## src/core/clk_ctrl_pkg.sv

```systemverilog
/*
 * shared constants and types for the power state clock control block.
 * assumes a single 25 mhz clock; slower rates are enables, not clocks.
 */
package clk_ctrl_pkg;

    // power management states, one-hot
    typedef enum logic [4:0] {
        PS_ON      = 5'h01,
        PS_DOZE    = 5'h02,
        PS_SLEEP   = 5'h04,
        PS_SUSPEND = 5'h08,
        PS_OFF     = 5'h10
    } power_state_e;

    // requested state code from the power manager
    localparam logic [2:0] REQ_ON = 3'h0;
    localparam logic [2:0] REQ_DOZE = 3'h1;
    localparam logic [2:0] REQ_SLEEP = 3'h2;
    localparam logic [2:0] REQ_SUSPEND = 3'h3;
    localparam logic [2:0] REQ_OFF = 3'h4;

    // clock rate of the block and of the low frequency enable
    localparam int CLK_HZ = 25000000;
    localparam int LF_HZ = 32768;
    localparam int LF_CYCLES = CLK_HZ / LF_HZ;
    localparam logic [9:0] LF_DIV_LAST = 10'(LF_CYCLES - 1);

    // throttle divider width and value after reset
    localparam int DIV_W = 4;
    localparam logic [3:0] DIV_RESET = 4'h0;
    localparam power_state_e STATE_RESET = PS_ON;

endpackage : clk_ctrl_pkg

```

## src/core/clk_gate_if.sv

```systemverilog
/*
 * enable path from the control core to the pulse divider.
 * assumes both ends run on the same clock.
 */
interface clk_gate_if;
    logic run;
    logic [3:0] divide;
    logic tick;

    modport ctrl (output run, output divide, input tick);
    modport div (input run, input divide, output tick);
endinterface : clk_gate_if

```

## src/core/rate_divider.sv

```systemverilog
/*
 * divider producing one-cycle enable pulses at 1/(divide+1) of clk.
 * assumes divide changes only take effect at a period boundary.
 */
module rate_divider (
    // clock and reset
    input wire logic clk,
    input wire logic nrst,
    // control side
    clk_gate_if.div gate
);
    logic [3:0] cnt_q, cnt_d;
    logic [3:0] lim_q, lim_d;
    logic tick_q, tick_d;

    // count; the limit is reloaded only at wrap or while run is low, so no period is cut short
    always_comb
    begin
        cnt_d = cnt_q;
        lim_d = lim_q;
        tick_d = 1'b0;
        if (!gate.run)
        begin
            cnt_d = 4'h0;
            lim_d = gate.divide;
        end
        else if (cnt_q >= lim_q)
        begin
            cnt_d = 4'h0;
            lim_d = gate.divide;
            tick_d = 1'b1;
        end
        else
        begin
            cnt_d = cnt_q + 4'h1;
        end
    end

    always_ff @(posedge clk or negedge nrst)
    begin
        if (!nrst)
        begin
            cnt_q <= 4'h0;
            lim_q <= clk_ctrl_pkg::DIV_RESET;
            tick_q <= 1'b0;
        end
        else
        begin
            cnt_q <= cnt_d;
            lim_q <= lim_d;
            tick_q <= tick_d;
        end
    end

    assign gate.tick = tick_q;
endmodule : rate_divider

```

## src/core/power_state_clock_gating.sv

```systemverilog
/*
 * power state clock control: turns the power manager's state and the
 * throttle request into oscillator enables and one-cycle clock enables
 * for processor and system logic.
 * assumes clk stands for the high frequency source and all control
 * inputs come from logic on clk; the low frequency tick is an enable.
 */
module power_state_clock_gating (
    // clock and reset
    input wire logic clk,
    input wire logic nrst,
    // power_manager
    input wire logic [2:0] stateReq,
    input wire logic throttleReq,
    input wire logic [3:0] throttleDiv,
    input wire logic cpuStopReq,
    // bus_cycle_generator handshake
    output logic slowReq,
    input wire logic slowAck,
    // clock enables
    output logic hfOscEn,
    output logic cpuClkEn,
    output logic sysClkEn,
    output logic lfTick,
    output logic refreshEn,
    // pin control
    output logic pinOeAllowed,
    output logic pinForceLow,
    // status
    output logic [4:0] powerState
);
    clk_gate_if gate ();

    clk_ctrl_pkg::power_state_e state_q, state_d;
    logic [9:0] lfCnt_q, lfCnt_d;
    logic lfTick_q, lfTick_d;
    logic slowReq_q, slowReq_d;
    logic cpuEn_q, cpuEn_d;
    logic sysEn_q, sysEn_d;
    logic hfOsc_q, hfOsc_d;
    logic refresh_q, refresh_d;
    logic oeAllow_q, oeAllow_d;
    logic forceLow_q, forceLow_d;

    // map a requested code onto a one-hot state
    function automatic clk_ctrl_pkg::power_state_e decode_state(
        input logic [2:0] code
    );
        unique case (code)
            clk_ctrl_pkg::REQ_DOZE: decode_state = clk_ctrl_pkg::PS_DOZE;
            clk_ctrl_pkg::REQ_SLEEP: decode_state = clk_ctrl_pkg::PS_SLEEP;
            clk_ctrl_pkg::REQ_SUSPEND:
                decode_state = clk_ctrl_pkg::PS_SUSPEND;
            clk_ctrl_pkg::REQ_OFF: decode_state = clk_ctrl_pkg::PS_OFF;
            default: decode_state = clk_ctrl_pkg::PS_ON;
        endcase
    endfunction : decode_state

    // off is the only state that parks pins and drops refresh
    function automatic logic is_off(
        input clk_ctrl_pkg::power_state_e st
    );
        is_off = (st == clk_ctrl_pkg::PS_OFF);
    endfunction : is_off

    // state follows the power manager; codes above off read as on
    always_comb
    begin
        state_d = decode_state(stateReq);
    end

    // state register; reset lands in on so memory keeps running
    always_ff @(posedge clk or negedge nrst)
    begin
        if (!nrst)
        begin
            state_q <= clk_ctrl_pkg::STATE_RESET;
        end
        else
        begin
            state_q <= state_d;
        end
    end

    // level outputs are decoded ahead of the register, so they leave
    // flip-flops in the same cycle as the state itself
    always_comb
    begin
        hfOsc_d = !(state_d == clk_ctrl_pkg::PS_SUSPEND ||
                    is_off(state_d));
        refresh_d = !is_off(state_d);
        oeAllow_d = !is_off(state_d);
        forceLow_d = is_off(state_d);
    end

    always_ff @(posedge clk or negedge nrst)
    begin
        if (!nrst)
        begin
            hfOsc_q <= 1'b1;
            refresh_q <= 1'b1;
            oeAllow_q <= 1'b1;
            forceLow_q <= 1'b0;
        end
        else
        begin
            hfOsc_q <= hfOsc_d;
            refresh_q <= refresh_d;
            oeAllow_q <= oeAllow_d;
            forceLow_q <= forceLow_d;
        end
    end

    // low frequency enable never depends on the state
    always_comb
    begin
        lfTick_d = 1'b0;
        if (lfCnt_q >= clk_ctrl_pkg::LF_DIV_LAST)
        begin
            lfCnt_d = 10'h000;
            lfTick_d = 1'b1;
        end
        else
        begin
            lfCnt_d = lfCnt_q + 10'h001;
        end
    end

    // low frequency counter is never gated by the power state
    always_ff @(posedge clk or negedge nrst)
    begin
        if (!nrst)
        begin
            lfCnt_q <= 10'h000;
            lfTick_q <= 1'b0;
        end
        else
        begin
            lfCnt_q <= lfCnt_d;
            lfTick_q <= lfTick_d;
        end
    end

    // the throttle only slows the clocks in sleep and doze
    always_comb
    begin
        slowReq_d = 1'b0;
        gate.run = 1'b0;
        gate.divide = 4'h0;
        unique case (state_q)
            clk_ctrl_pkg::PS_SLEEP, clk_ctrl_pkg::PS_DOZE:
            begin
                slowReq_d = throttleReq;
                gate.run = 1'b1;
                // slow only once the generator agrees
                gate.divide = (throttleReq && slowAck) ? throttleDiv : 4'h0;
            end
            clk_ctrl_pkg::PS_ON:
            begin
                gate.run = 1'b1;
            end
            clk_ctrl_pkg::PS_SUSPEND, clk_ctrl_pkg::PS_OFF:
            begin
                gate.run = 1'b0;
            end
        endcase
    end

    // handshake register toward the bus cycle generator
    always_ff @(posedge clk or negedge nrst)
    begin
        if (!nrst)
        begin
            slowReq_q <= 1'b0;
        end
        else
        begin
            slowReq_q <= slowReq_d;
        end
    end

    // registered enables keep every change on a clock boundary
    always_comb
    begin
        sysEn_d = gate.tick;
        cpuEn_d = gate.tick && !cpuStopReq;
    end

    // enables are registered so a gate never opens part way into a cycle
    always_ff @(posedge clk or negedge nrst)
    begin
        if (!nrst)
        begin
            cpuEn_q <= 1'b0;
            sysEn_q <= 1'b0;
        end
        else
        begin
            cpuEn_q <= cpuEn_d;
            sysEn_q <= sysEn_d;
        end
    end

    rate_divider divider (
        .clk(clk),
        .nrst(nrst),
        .gate(gate.div)
    );

    // oscillator halts in suspend and off; pins parked only in off
    assign hfOscEn = hfOsc_q;
    assign refreshEn = refresh_q;
    assign pinOeAllowed = oeAllow_q;
    assign pinForceLow = forceLow_q;

    // pulse and status outputs
    assign lfTick = lfTick_q;
    assign slowReq = slowReq_q;
    assign cpuClkEn = cpuEn_q;
    assign sysClkEn = sysEn_q;
    assign powerState = state_q;
endmodule : power_state_clock_gating

```

## config.mk

```make
export PLATFORM = sky130hd
export DESIGN_NAME = power_state_clock_gating
export DESIGN_NICKNAME = d
export VERILOG_FILES = /design/src/core/clk_ctrl_pkg.sv /design/src/core/clk_gate_if.sv /design/src/core/rate_divider.sv /design/src/core/power_state_clock_gating.sv
export SDC_FILE = /design/constraint.sdc
export NUM_CORES = 1
export LEC_CHECK = 0
export ABC_AREA = 1
export ABC_CLOCK_PERIOD_IN_PS = 1400
export BUFFER_PORTS_ARGS = -buffer_cell sky130_fd_sc_hd__buf_2
export CORE_ASPECT_RATIO = 0.7
export CORE_MARGIN = 2
export CORE_UTILIZATION = 55
export DETAILED_ROUTE_END_ITERATION = 8
export MAX_ROUTING_LAYER = met4
export PLACE_DENSITY = 0.83
export SYNTH_ARGS = -nofsm -noshare
export SYNTH_HDL_FRONTEND = slang
export SYNTH_HIERARCHICAL = 1
export SYNTH_SLANG_ARGS = --single-unit
```

## constraint.sdc

```tcl
create_clock -name clk -period 1.4 [get_ports clk]
set_input_delay 0.28 -clock clk [delete_from_list [all_inputs] [get_ports clk]]
set_output_delay 0.28 -clock clk [all_outputs]
set_load 0.03 [all_outputs]
```

## Word level (Yosys, flattened, before mapping)

Index checks and enable logic that the tools add are counted.

| operators by class | value |
|---|---|
| eq/ne operators | 12 |
| add/subtract/negate cells | 2 |
| reduce and logical (&&, ||, !) cells | 9 |
| order comparisons | 2 |
| mux-type cells | 13 |

Operators by type and width:

| operator | count |
|---|---|
| $mux W4 | 6 |
| $pmux W5 S4 | 1 |
| $add A10 B1 Y10 const B | 1 |
| $eq A5 B4 Y1 const B | 2 |
| $eq A5 B5 Y1 const B | 2 |
| $ge A10 B10 Y1 const B | 1 |
| $mux W10 | 1 |
| $eq A3 B2 Y1 const B | 2 |
| $eq A5 B1 Y1 const B | 1 |
| $eq A5 B2 Y1 const B | 1 |
| $eq A5 B3 Y1 const B | 1 |
| $add A4 B1 Y4 const B | 1 |
| $ge A4 B4 Y1 | 1 |
| $mux W1 | 4 |
| $reduce_or A2 Y1 | 2 |
| $eq A3 B1 Y1 const B | 1 |
| $eq A3 B3 Y1 const B | 1 |
| $logic_not A1 Y1 | 3 |
| $reduce_or A3 Y1 | 1 |
| $logic_and A1 B1 Y1 | 2 |
| $ne A2 B2 Y1 const B | 1 |
| $pmux W1 S2 | 1 |
| $logic_or A1 B1 Y1 | 1 |

| word-level totals | value |
|---|---|
| input bits | 12 |
| register bits after elaboration | 31 |

## Depth between registers and ports, before layout

Gate-level depths: netlist (run 1).

| depth | value |
|---|---|
| depth after elaboration | 5 |
| depth in mapped cells | 10 |

## Modules after synthesis

The synthesis (run 1) kept the hierarchy.

Modules (own cells, without submodules):

| module | instances | sequential area each (µm²) | cells an instance | area each (µm²) |
|---|---|---|---|---|
| power_state_clock_gating | 1 | 554.3 | 117 | 1076.0 |
| rate_divider | 1 | 225.2 | 58 | 506.7 |

## Worst setup path before layout (run 1)

Ideal clock, no wire load.

| path | value |
|---|---|
| kind | register -> register |
| start | register state_q[0], in the netlist powerState[0] |
| end | register divider.lim_q[1] |
| path buffers | 0 |
| setup slack | 0.084 ns |
| stages on the path, launching flop included | 6 |
| library setup time | 0.120 ns |
| arrival time | 1.196 ns |
| cell sequence | dfstp_2 -> nor3_1 -> nand3b_1 -> nand4_4 -> nand2_1 -> nand2_1 |

| on the way | value |
|---|---|
| elaborated cells on any way between the ends | 13 |
| classes of those cells | eq/ne: 6; mux: 4; reduce/logical: 3 |

RTL lines:

| what | line | RTL |
|---|---|---|
| start, declared | power_state_clock_gating.sv:34 | `clk_ctrl_pkg::power_state_e state_q, state_d;` |
| start signal, assigned | power_state_clock_gating.sv:77 | `state_q <= clk_ctrl_pkg::STATE_RESET;` |
| start signal, assigned | power_state_clock_gating.sv:81 | `state_q <= state_d;` |
| $eq A5 B1 Y1 (tied with other cells) | power_state_clock_gating.sv:150 | `unique case (state_q)` |
| $reduce_or A3 Y1 (no source line) / $reduce_or A2 Y1 (equally long branches) | -- |  |
| $pmux W1 S2 * | power_state_clock_gating.sv:150 |  |
| net gate.run | clk_gate_if.sv:6 | `logic run;` |
| $ne A2 B2 Y1 (no source line) / $mux W4 (equally long branches) | -- |  |
| end signal, assigned | rate_divider.sv:44 | `lim_q <= clk_ctrl_pkg::DIV_RESET;` |
| end signal, assigned | rate_divider.sv:50 | `lim_q <= lim_d;` |
| end, declared | rate_divider.sv:13 | `logic [3:0] lim_q, lim_d;` |

The timed path passes the listed nets; every way through them passes the cells marked *. The select of a mux whose other input is x is not followed.
A chain may end at the register's enable or synchronous reset.

## Worst setup path in the final report (run 1)

| path | value |
|---|---|
| start | register divider.cnt_q[2] |
| end | register divider.lim_q[3] |

| on the way | value |
|---|---|
| word-level cells in the longest chain between the ends | 2 |

Ends and longest elaborated chain:

| what | line | RTL |
|---|---|---|
| start, declared | rate_divider.sv:12 | `logic [3:0] cnt_q, cnt_d;` |
| start signal, assigned | rate_divider.sv:49 | `cnt_q <= cnt_d;` |
| $ge A4 B4 Y1 | rate_divider.sv:27 | `else if (cnt_q >= lim_q)` |
| $ne A2 B2 Y1 (no source line) | -- |  |

No other way between the ends.

==> run_results.csv, run 1 <==
group,metric,value,unit
synth,synthesis.area,0.00158,mm^2
place,place_ws,0.00561,ns
place,io_buffers,24,
layout,final_layout_size_suffix_gt1_share,34.4,%
power_and_ir_drop,p_seq_share,54.0,%
clock_tree,htreeDepth,2,
power_and_ir_drop,power_frac_comb,8.5,%
sta,hold_slack,0.149,ns
detailed_routing,drtIter0Drc,54,
critical_path,arrival,1.57,ns
sta,final.setup_skew,0.00459,ns
critical_path,cp_slowest_cell,"dfrtp_1",
sta,rsz0062_at_grt,"true",
clock_tree,clockBufferDepth,2,
sta,setup_viol,1,
place,dp_hpwl,2.18,mm
floorplanning,die_y,48.9,um
sta,slew_violations,0,
sta,tns,-0.00295,ns
global_route,grt_pass1_wl,5.28,mm
critical_path,worst_setup_path_start_kind,"flop",
synth,ys_warn_count,6,
floorplanning,die_area,0.00333,mm^2
layout,antenna_cells,0,
synth,synth_cell_types,27,
synth,syn_inst,175,
critical_path,worstPathRequired,1.57,ns
critical_path,crit-reg2reg-launch,"divider/cnt_q[2]$_DFF_PN0_",
floorplanning,io_pins,25,
clock_tree,cts_sinks,31,
clock_tree,clk_latency,0.28,ns
critical_path,cp_max_fo,8,
power_and_ir_drop,ir_drop,734,uV
critical_path,cpMostUsedCell,"nand2_1",
sta,slew_headroom,61.0,%
detailed_routing,ant_nets,0,
critical_path,path_buf_inv,1,
critical_path,path_cells,"ha_1, nand2_1, inv_2, nand2_1, nand4_4, nand2_1, nand2_1",
sta,timing.final.crit_share,100,%
floorplanning,num_rows,16,
run,maxCapViolations,0,
critical_path,crit_type,"reg2reg",
synth,yosys.area.top_type,"dfrtp_1",
worst_hold_path,hold_path.class,"in2reg",
detailed_routing,drc_errors,0,
synth,yosysSeqAreaShare,49.2,%
detailed_routing,vias_per_cell,5.04,
power_and_ir_drop,clkPwrFrac,37.5,%
synth,syn-num-nets,195,
synth,yosysTopAreaCellShare,44.3,%
sta,hold_viol,0,
critical_path,cp_slowest_stage_delay,0.39,ns
sta,fmax,713,MHz
synth,synth-seq-cells,31,
power_and_ir_drop,p_per_area,888,mW/mm^2
place,globalplace.congestion,0.855,
power_and_ir_drop,p_sw_share,23.7,%
clock_tree,cts_buffers,5,
floorplanning,chipWidth,68.1,um
critical_path,r2r-end,"divider/lim_q[3]$_DFFE_PN0P_",
critical_path,crit_end,"divider/lim_q[3]$_DFFE_PN0P_",
sta,worst_slew_pin_slew,0.585,ns
detailed_routing,wl_per_cell,12.8,um
global_route,grt_max_degree,17,
clock_tree,clk_pin_slew,0.06,ns
critical_path,worstSetupEndpointType,"flop",
detailed_routing,drtPass1Iterations,4,
power_and_ir_drop,power.internal,1.32,mW
layout,layout.nets,234,
power_and_ir_drop,finalPower,1.73,mW
detailed_routing,vias,1264,
global_route,antenna_found_initial,0,
global_route,track_usage,22.5,%
status,status,"finished, violations left",
floorplanning,start_util,57.3,%
sta,fin_crit,1.40,ns
critical_path,startpoint,"divider/cnt_q[2]$_DFF_PN0_",
synth,synthTopCellsByArea,"dfrtp_1 44%, nand2_1 10%, ha_1 6.3%, inv_1 5.7%, a21oi_2 5.5%",
status,failed_checks,"negative setup slack",
critical_path,crit_family,"simple AND/OR/NAND/NOR gates",
power_and_ir_drop,p_leak,0.974,nW
global_route,grt_overflow_total,0,
layout,post-route-util,70.4,%
synth,syn_avg_cell_area,9.04,um^2
power_and_ir_drop,p_sw,0.410,mW
layout,area_delta_synth_final,22.8,%
floorplanning,core,0.00276,mm^2
critical_path,r2r_setup_slack,-0.003,ns
global_route,grt_pass1_vias,1231,
sta,layout_setup_ws,-0.00295,ns
critical_path,crit_cells,7,
detailed_routing,drt-total-wl,3.23,mm
critical_path,rr_worst_depth,7,
clock_tree,clockRootBuffer,"clkbuf_8",
clock_tree,cts_tree,"yes",
==> cells in the mapped netlist, drive strengths merged <==
library cell / count
dfstp: 3
o21bai: 1
xor2: 2
nor2: 19
a21oi: 13
dfrtp: 28
nand3: 10
nor3: 4
nand2: 46
buf: 2
nand3b: 1
inv: 28
o21ai: 1
ha: 8
o211ai: 1
nand4: 5
xnor2: 3
==> kinds of logic after synthesis <==
logic type / count (synthesis) / share of synthesized area, %
buffers and inverters: 30 / 7.43
adder cells (fa/ha/maj): 8 / 6.32
XOR/XNOR: 5 / 2.77
AND/OR/NAND/NOR: 85 / 25.8
flip-flops: 31 / 49.2
AO/OA/AOI/OAI: 16 / 8.46
==> placed cells by master (no fill, tap or decap), drive strengths merged <==
cell type    count
nand2           46
buf             33
dfrtp           28
inv             28
nor2            19
a21oi           13
nand3           10
ha               8
clkbuf           7
nand4            5
nor3             4
xnor2            3
dfstp            3
xor2             2
o21bai           1
o211ai           1
o21ai            1
nand3b           1
clkinv           1
dlygate4sd3      1
==> how the worst min path moves through the flow <==
| stage | depth (start not counted) | startpoint | endpoint |
|---|---|---|---|
| 3_3_place_gp | 1 | nrst | lfCnt_q[7]$_DFF_PN0_ |
| 6_report | 2 | cpuStopReq | cpuClkEn$_DFF_PN0_ |
| 5_1_grt | 2 | cpuStopReq | cpuClkEn$_DFF_PN0_ |
| 3_5_place_dp | 1 | nrst | lfCnt_q[7]$_DFF_PN0_ |
| 2_1_floorplan | 0 | nrst | cpuClkEn$_DFF_PN0_ |
| 4_1_cts | 2 | cpuStopReq | cpuClkEn$_DFF_PN0_ |
==> registers in the layout, summed over array words and instances (netlist names) <==
register	flops
cpuClkEn	1
divider/cnt_q	4
divider/gate.tick	1
divider/lim_q	4
hfOscEn	1
lfCnt_q	10
lfTick	1
pinForceLow	1
pinOeAllowed	1
powerState	5
slowReq	1
sysClkEn	1
==> area by class of cell <==
class                           instances  area (um^2)
Fill cell                             218          818
Sequential cell                        31          782
Multi-Input combinational cell        114          721
Timing Repair Buffer                   34          210
Inverter                               28          105
Clock buffer                            7         76.3
Tap cell                               36         45.0
Clock inverter                          1         5.00
==> routing by layer <==
metal,vias up,track usage (%),share of wire (%)
met3,8,4.85,4.5
li1,628,-,-
met4,0,10.7,2.6
met1,589,27.0,44
met5,-,-,0
met2,39,35.9,48
==> what timing repair did <==
item                                   CTS  global route
cloned                                   0             0
setup buffers                            0             6
resized for setup                        1             7
setup endpoints to repair                4            19
hold buffers                             1             0
endpoints found under the hold margin   12             0
pin swaps                                0             6
==> metrics by stage <==
step	instances	instance area [um^2]
after floorplan	175	1580
after global placement	236	1770
after detailed placement	236	1770
after CTS	245	1870
after global routing	251	1940
final	251	1940
==> worst reg2reg max path: stages, from the launching register on <==
cell and delay (ns):
dfrtp_1 0.39, ha_1 0.30, nand2_1 0.09, inv_2 0.06
nand2_1 0.11, nand4_4 0.17, nand2_1 0.12, nand2_1 0.05
==> power groups by stage <==
stage | combinational [mW] | sequential [mW] | clock (mW)
2_1_floorplan | 0.0390 | 0.981 | 0
3_3_place_gp | 0.137 | 0.945 | 0
3_5_place_dp | 0.141 | 0.946 | 0
4_1_cts | 0.144 | 0.931 | 0.672
5_1_grt | 0.164 | 0.934 | 0.715
6_report | 0.148 | 0.932 | 0.648
Note: power is estimated with default switching activity, not from simulation.
==> inputs of run 2 (changes only) <==
==> constraint.sdc (replaced) <==
create_clock -name clk -period 1.4 [get_ports clk]
set_input_delay 0.28 -clock clk [delete_from_list [all_inputs] [get_ports clk]]
set_output_delay 0.28 -clock clk [all_outputs]
set_load 0.05 [all_outputs]
==> run 2 against run 1 <==
- the flow finishes with violations (negative hold slack)
- worst setup slack better by 0.024 ns
- power is 2.3% higher
- clock skew decreased by 0.00097 ns
- largest power group unchanged
- critical endpoint is now powerState[0]
==> run_results.csv, run 2 (synthesis results as in run 1) <==
group,metric,value,unit
layout,layout_common_cells,"36 x nand2_1, 27 x dfrtp_1, 24 x buf_2, 20 x inv_1, 15 x nor2_1",
floorplanning,chipWidth,68.1,um
detailed_routing,drtPass1Iterations,6,
sta,timing.final.crit_share,98.5,%
sta,slew_headroom,61.4,%
floorplanning,start_util,57.3,%
clock_tree,htreeDepth,2,
worst_hold_path,hold_path.class,"in2async",
place,globalplace.congestion,0.862,
detailed_routing,drtIter0Drc,92,
detailed_routing,drc_errors,0,
power_and_ir_drop,ir_drop,475,uV
detailed_routing,wl_per_cell,12.9,um
sta,final.setup_skew,0.00362,ns
place,numPlacedInstances,237,
sta,worst_slew_pin_slew,0.579,ns
clock_tree,clockBufferDepth,2,
layout,area_delta_synth_final,24.5,%
global_route,grt_pass1_wl,5.53,mm
layout,largest_reg_flops,10,
global_route,track_usage,23.4,%
place,io_buffers,24,
sta,fmax,725,MHz
run,maxCapViolations,0,
critical_path,arrival,1.10,ns
clock_tree,clk_latency,0.28,ns
detailed_routing,vias,1287,
power_and_ir_drop,p_leak,0.973,nW
clock_tree,cts_hold_buf,0,
critical_path,cp_max_fo,3,
critical_path,r2r-end,"divider/lim_q[3]$_DFFE_PN0P_",
critical_path,crit_family,"flip-flops",
detailed_routing,vias_per_cell,5.13,
floorplanning,core,0.00276,mm^2
layout,stdcell_count,251,
clock_tree,clockRootBuffer,"clkbuf_8",
clock_tree,cts_buffers,5,
layout,num-fill-cells,207,
detailed_routing,drt-total-wl,3.23,mm
layout,antenna_cells,0,
critical_path,crit_type,"reg2out",
critical_path,r2r_setup_slack,0.02,ns
layout,final_common_cell,"nand2_1",
power_and_ir_drop,p_per_area,896,mW/mm^2
floorplanning,num_rows,16,
critical_path,path_cells,"buf_2",
layout,layout.nets,234,
sta,hold_slack,-0.00140,ns
clock_tree,cts_sinks,31,
place,dp_hpwl,2.28,mm
detailed_routing,ant_nets,0,
floorplanning,die_y,48.9,um
critical_path,worstPathRequired,1.12,ns
global_route,grt_overflow_total,0,
critical_path,rr_worst_depth,5,
global_route,grt_pass1_vias,1330,
global_route,grt_max_degree,32,
layout,regMostFlops,"lfCnt_q",
global_route,antenna_found_initial,0,
critical_path,worstSetupEndpointType,"output port",
floorplanning,io_pins,25,
sta,hold_viol,1,
floorplanning,die_area,0.00333,mm^2
critical_path,cp_slowest_stage_delay,0.55,ns
clock_tree,clk_pin_slew,0.06,ns
power_and_ir_drop,finalPower,1.77,mW
sta,fin_crit,1.38,ns
layout,final_layout_size_suffix_gt1_share,40.0,%
critical_path,path_buf_inv,1,
sta,rsz0062_at_grt,"true",
layout,seqCellArea,781,um^2
sta,slew_violations,0,
critical_path,cp_slowest_cell,"dfstp_2",
clock_tree,cts_tree,"yes",
layout,post-route-util,71.3,%
sta,setup_viol,0,
status,failed_checks,"negative hold slack",
critical_path,crit-reg2reg-launch,"divider/cnt_q[3]$_DFF_PN0_",
layout,multi_input_area,763,um^2
status,status,"finished, violations left",
critical_path,worst_setup_path_start_kind,"flop",
run 2: cell count changes in the layout (fill, tap and decap cells not counted), sizes merged:
cell         change
buf              +1
dlygate4sd3      -1
run 2: cell type report:
class	instances	share of cell area (%)
repair buffers	34	9.90
multi-input cells	114	38.7
clock buffers	7	3.87
inverters	28	5.33
well taps	36	2.29
clock inverters	1	0.254
flip-flops and latches	31	39.6
run 2: power by group:
group	total, mW	internal [mW]	switching (mW)	leakage, nW
Clock	0.665	0.348	0.317	0.0422
Combinational	0.170	0.0450	0.125	0.538
Sequential	0.932	0.921	0.0114	0.393
run 2: metal layers:
layer | GRT usage [%] | share of wire [%]
met4 | 13.3 | 1.5
met3 | 6.47 | 6.9
met1 | 26.9 | 42
met5 | - | 0
met2 | 36.4 | 49
run 2: worst max-delay path by stage:
stage	from	to	slack [ns]	depth (start not counted)
final	powerState[0]$_DFF_PN1_	powerState[0]	0.02	1
after global routing	divider/lim_q[3]$_DFFE_PN0P_	divider/lim_q[3]$_DFFE_PN0P_	-0.05	8
after CTS	divider/cnt_q[0]$_DFF_PN0_	divider/lim_q[0]$_DFFE_PN0P_	0.02	8
after detailed placement	divider/cnt_q[3]$_DFF_PN0_	divider/lim_q[0]$_DFFE_PN0P_	-0.03	7
after global placement	divider/cnt_q[3]$_DFF_PN0_	divider/lim_q[2]$_DFFE_PN0P_	0.07	7
after floorplan	powerState[0]$_DFF_PN1_	divider/lim_q[1]$_DFFE_PN0P_	0.009	5
run 2: timing repair:
item | CTS | global route
buffers inserted | 1 | 5
endpoints found under the hold margin | 0 | 0
pin swaps | 0 | 9
gates resized for setup | 2 | 17
gates cloned | 0 | 0
endpoints found under the setup margin | 4 | 17
run 2: per-stage QoR:
stage	area (um^2)	setup WS, ns	TNS [ns]
after global placement	1770	0.0654	0
after CTS	1880	0.0202	0
after floorplan	1580	0.00910	0
final	1970	0.0212	0
after global routing	1970	-0.0497	-0.137
after detailed placement	1770	-0.0289	-0.0685
==> inputs of run 3 (changes only) <==
--- a/config.mk
+++ b/config.mk
@@ -12,8 +12,11 @@
 export CORE_MARGIN = 2
 export CORE_UTILIZATION = 55
 export DETAILED_ROUTE_END_ITERATION = 8
+export GPL_TIMING_DRIVEN = 0
+export HOLD_SLACK_MARGIN = 0.05
 export MAX_ROUTING_LAYER = met4
 export PLACE_DENSITY = 0.83
+export SLEW_MARGIN = 20
 export SYNTH_ARGS = -nofsm -noshare
 export SYNTH_HDL_FRONTEND = slang
 export SYNTH_HIERARCHICAL = 1
==> run 3 against run 2 <==
- the run ends with negative setup slack left
- sequential power about the same
- combinational power grew 5%
- first-iteration DRC count increased by 37%
- register-to-register slack got worse by 0.03 ns
- flip-flop and latch count unchanged
- clock power up 36%
- global-route usage shrank 0.31 points
- maximum frequency is 1.9% lower
- hold slack improved by 0.030 ns
- critical endpoint is now divider/gate.tick$_DFF_PN0_
==> run_results.csv, run 3 (synthesis results as in run 1) <==
group,metric,value,unit
layout,multi_input_area,748,um^2
sta,worst_slew_pin_slew,0.686,ns
layout,num-fill-cells,192,
power_and_ir_drop,finalPower,2.02,mW
critical_path,cp_slowest_stage_delay,0.43,ns
detailed_routing,drtPass1Iterations,4,
run,maxCapViolations,0,
floorplanning,core,0.00276,mm^2
clock_tree,cts_hold_buf,0,
clock_tree,clockRootBuffer,"clkbuf_8",
clock_tree,clockBufferDepth,2,
sta,fmax,712,MHz
place,numPlacedInstances,235,
worst_hold_path,hold_path.class,"in2async",
layout,layout.nets,237,
critical_path,crit_cells,8,
power_and_ir_drop,ir_drop,723,uV
sta,setup_viol,3,
power_and_ir_drop,p_leak,1.01,nW
detailed_routing,drt-total-wl,3.84,mm
global_route,grt_max_degree,32,
clock_tree,clk_latency,0.28,ns
critical_path,r2r-end,"divider/gate.tick$_DFF_PN0_",
place,globalplace.congestion,0.825,
sta,fin_crit,1.40,ns
global_route,antenna_found_initial,0,
floorplanning,io_pins,25,
global_route,grt_overflow_total,0,
layout,stdcell_count,254,
critical_path,worst_setup_path_start_kind,"flop",
critical_path,rr_worst_depth,8,
layout,final_layout_size_suffix_gt1_share,40.8,%
floorplanning,start_util,57.3,%
critical_path,crit_family,"flip-flops",
status,failed_checks,"negative setup slack",
status,status,"finished, violations left",
global_route,track_usage,23.1,%
clock_tree,cts_tree,"yes",
floorplanning,chipWidth,68.1,um
critical_path,cp_slowest_cell,"dfrtp_1",
sta,slew_headroom,54.2,%
detailed_routing,drc_errors,0,
critical_path,worstPathRequired,1.57,ns
sta,tns,-0.00825,ns
sta,hold_viol,0,
critical_path,cpMostUsedCell,"nand2_1",
critical_path,arrival,1.57,ns
place,io_buffers,24,
floorplanning,die_y,48.9,um
detailed_routing,vias_per_cell,5.41,
critical_path,path_buf_inv,3,
detailed_routing,vias,1375,
layout,layout_common_cells,"37 x nand2_1, 26 x dfrtp_1, 23 x buf_2, 21 x inv_1, 15 x nor2_1",
sta,slew_violations,0,
layout,regMostFlops,"lfCnt_q",
layout,antenna_cells,0,
sta,timing.final.crit_share,100,%
clock_tree,clk_pin_slew,0.07,ns
place,dp_hpwl,2.18,mm
sta,layout_setup_ws,-0.00482,ns
global_route,grt_pass1_wl,5.40,mm
sta,final.setup_skew,0.00479,ns
layout,area_delta_synth_final,27.7,%
clock_tree,cts_buffers,5,
place,place_ws,-0.0241,ns
layout,final_common_cell,"nand2_1",
detailed_routing,drtIter0Drc,126,
critical_path,path_cells,"ha_4, nand2_1, inv_2, buf_4, nand2_2, nand2_1, nand2_1, inv_1",
critical_path,startpoint,"divider/cnt_q[3]$_DFF_PN0_",
clock_tree,htreeDepth,2,
power_and_ir_drop,p_per_area,998,mW/mm^2
critical_path,crit_type,"reg2reg",
floorplanning,num_rows,16,
layout,largest_reg_flops,10,
critical_path,crit-reg2reg-launch,"divider/cnt_q[3]$_DFF_PN0_",
detailed_routing,ant_nets,0,
clock_tree,cts_sinks,31,
sta,hold_slack,0.0285,ns
global_route,grt_pass1_vias,1269,
critical_path,crit_end,"divider/gate.tick$_DFF_PN0_",
layout,seqCellArea,782,um^2
critical_path,worstSetupEndpointType,"flop",
critical_path,cp_max_fo,5,
detailed_routing,wl_per_cell,15.1,um
critical_path,r2r_setup_slack,-0.005,ns
sta,rsz0062_at_grt,"true",
floorplanning,die_area,0.00333,mm^2
[run 3: cell count changes in the layout (fill, tap and decap cells not counted), sizes merged]
cell,delta
buf,+2
bufinv,+1
[run 3: metrics by stage]
step | util, % | area, um^2
2_1_floorplan | - | 1580
3_3_place_gp | 63.3 | 1750
3_5_place_dp | 63.3 | 1750
4_1_cts | 68.9 | 1900
5_1_grt | 73.2 | 2020
6_report | 73.2 | 2020
[run 3: where the power goes]
part / total [mW] / switching [mW] / internal (mW)
combinational: 0.178 / 0.128 / 0.0502
sequential: 0.933 / 0.0124 / 0.920
clock: 0.906 / 0.331 / 0.575
total: 2.02 / 0.471 / 1.55
[run 3: how the worst min path moves through the flow]
stage,from,to,slack (ns)
CTS,nrst,cpuClkEn$_DFF_PN0_,0.05
global route,nrst,divider/lim_q[1]$_DFFE_PN0P_,0.08
detailed placement,nrst,cpuClkEn$_DFF_PN0_,0.35
floorplan,nrst,cpuClkEn$_DFF_PN0_,-0.02
finish,nrst,divider/cnt_q[0]$_DFF_PN0_,0.03
global placement,nrst,cpuClkEn$_DFF_PN0_,0.34
[run 3: per-layer routing]
| layer | wire length [um] | GRT usage [%] | part of all wire, % |
|---|---|---|---|
| met2 | 1980 | 38.3 | 52 |
| met3 | 251 | 5.54 | 6.5 |
| met4 | 131 | 10.0 | 3.4 |
| met1 | 1480 | 26.2 | 38 |
| met5 | 0 | - | 0 |
[run 3: cell type report]
class                      count  area share (%)
sequential                    31            38.7
multi-input combinational    114            37.0
timing repair buffer          35            10.5
inverter                      28            5.20
clock buffer                   6            4.08
tap                           36            2.23
clock inverter                 2            1.73
buffer                         2           0.619
[run 3: worst register-to-register path, delay by kind of cell (launching register included)]
family	cells	cell delay, ns
buffers and inverters	3	0.25
adders and majority gates	1	0.28
DFF	1	0.43
and+or+nand+nor	4	0.33
[run 3: repair_timing]
action | CTS | global route
hold endpoints to repair | 0 | 0
gates resized for setup | 3 | 17
pin swaps | 1 | 11
setup endpoints to repair | 7 | 21
buffers inserted | 3 | 8
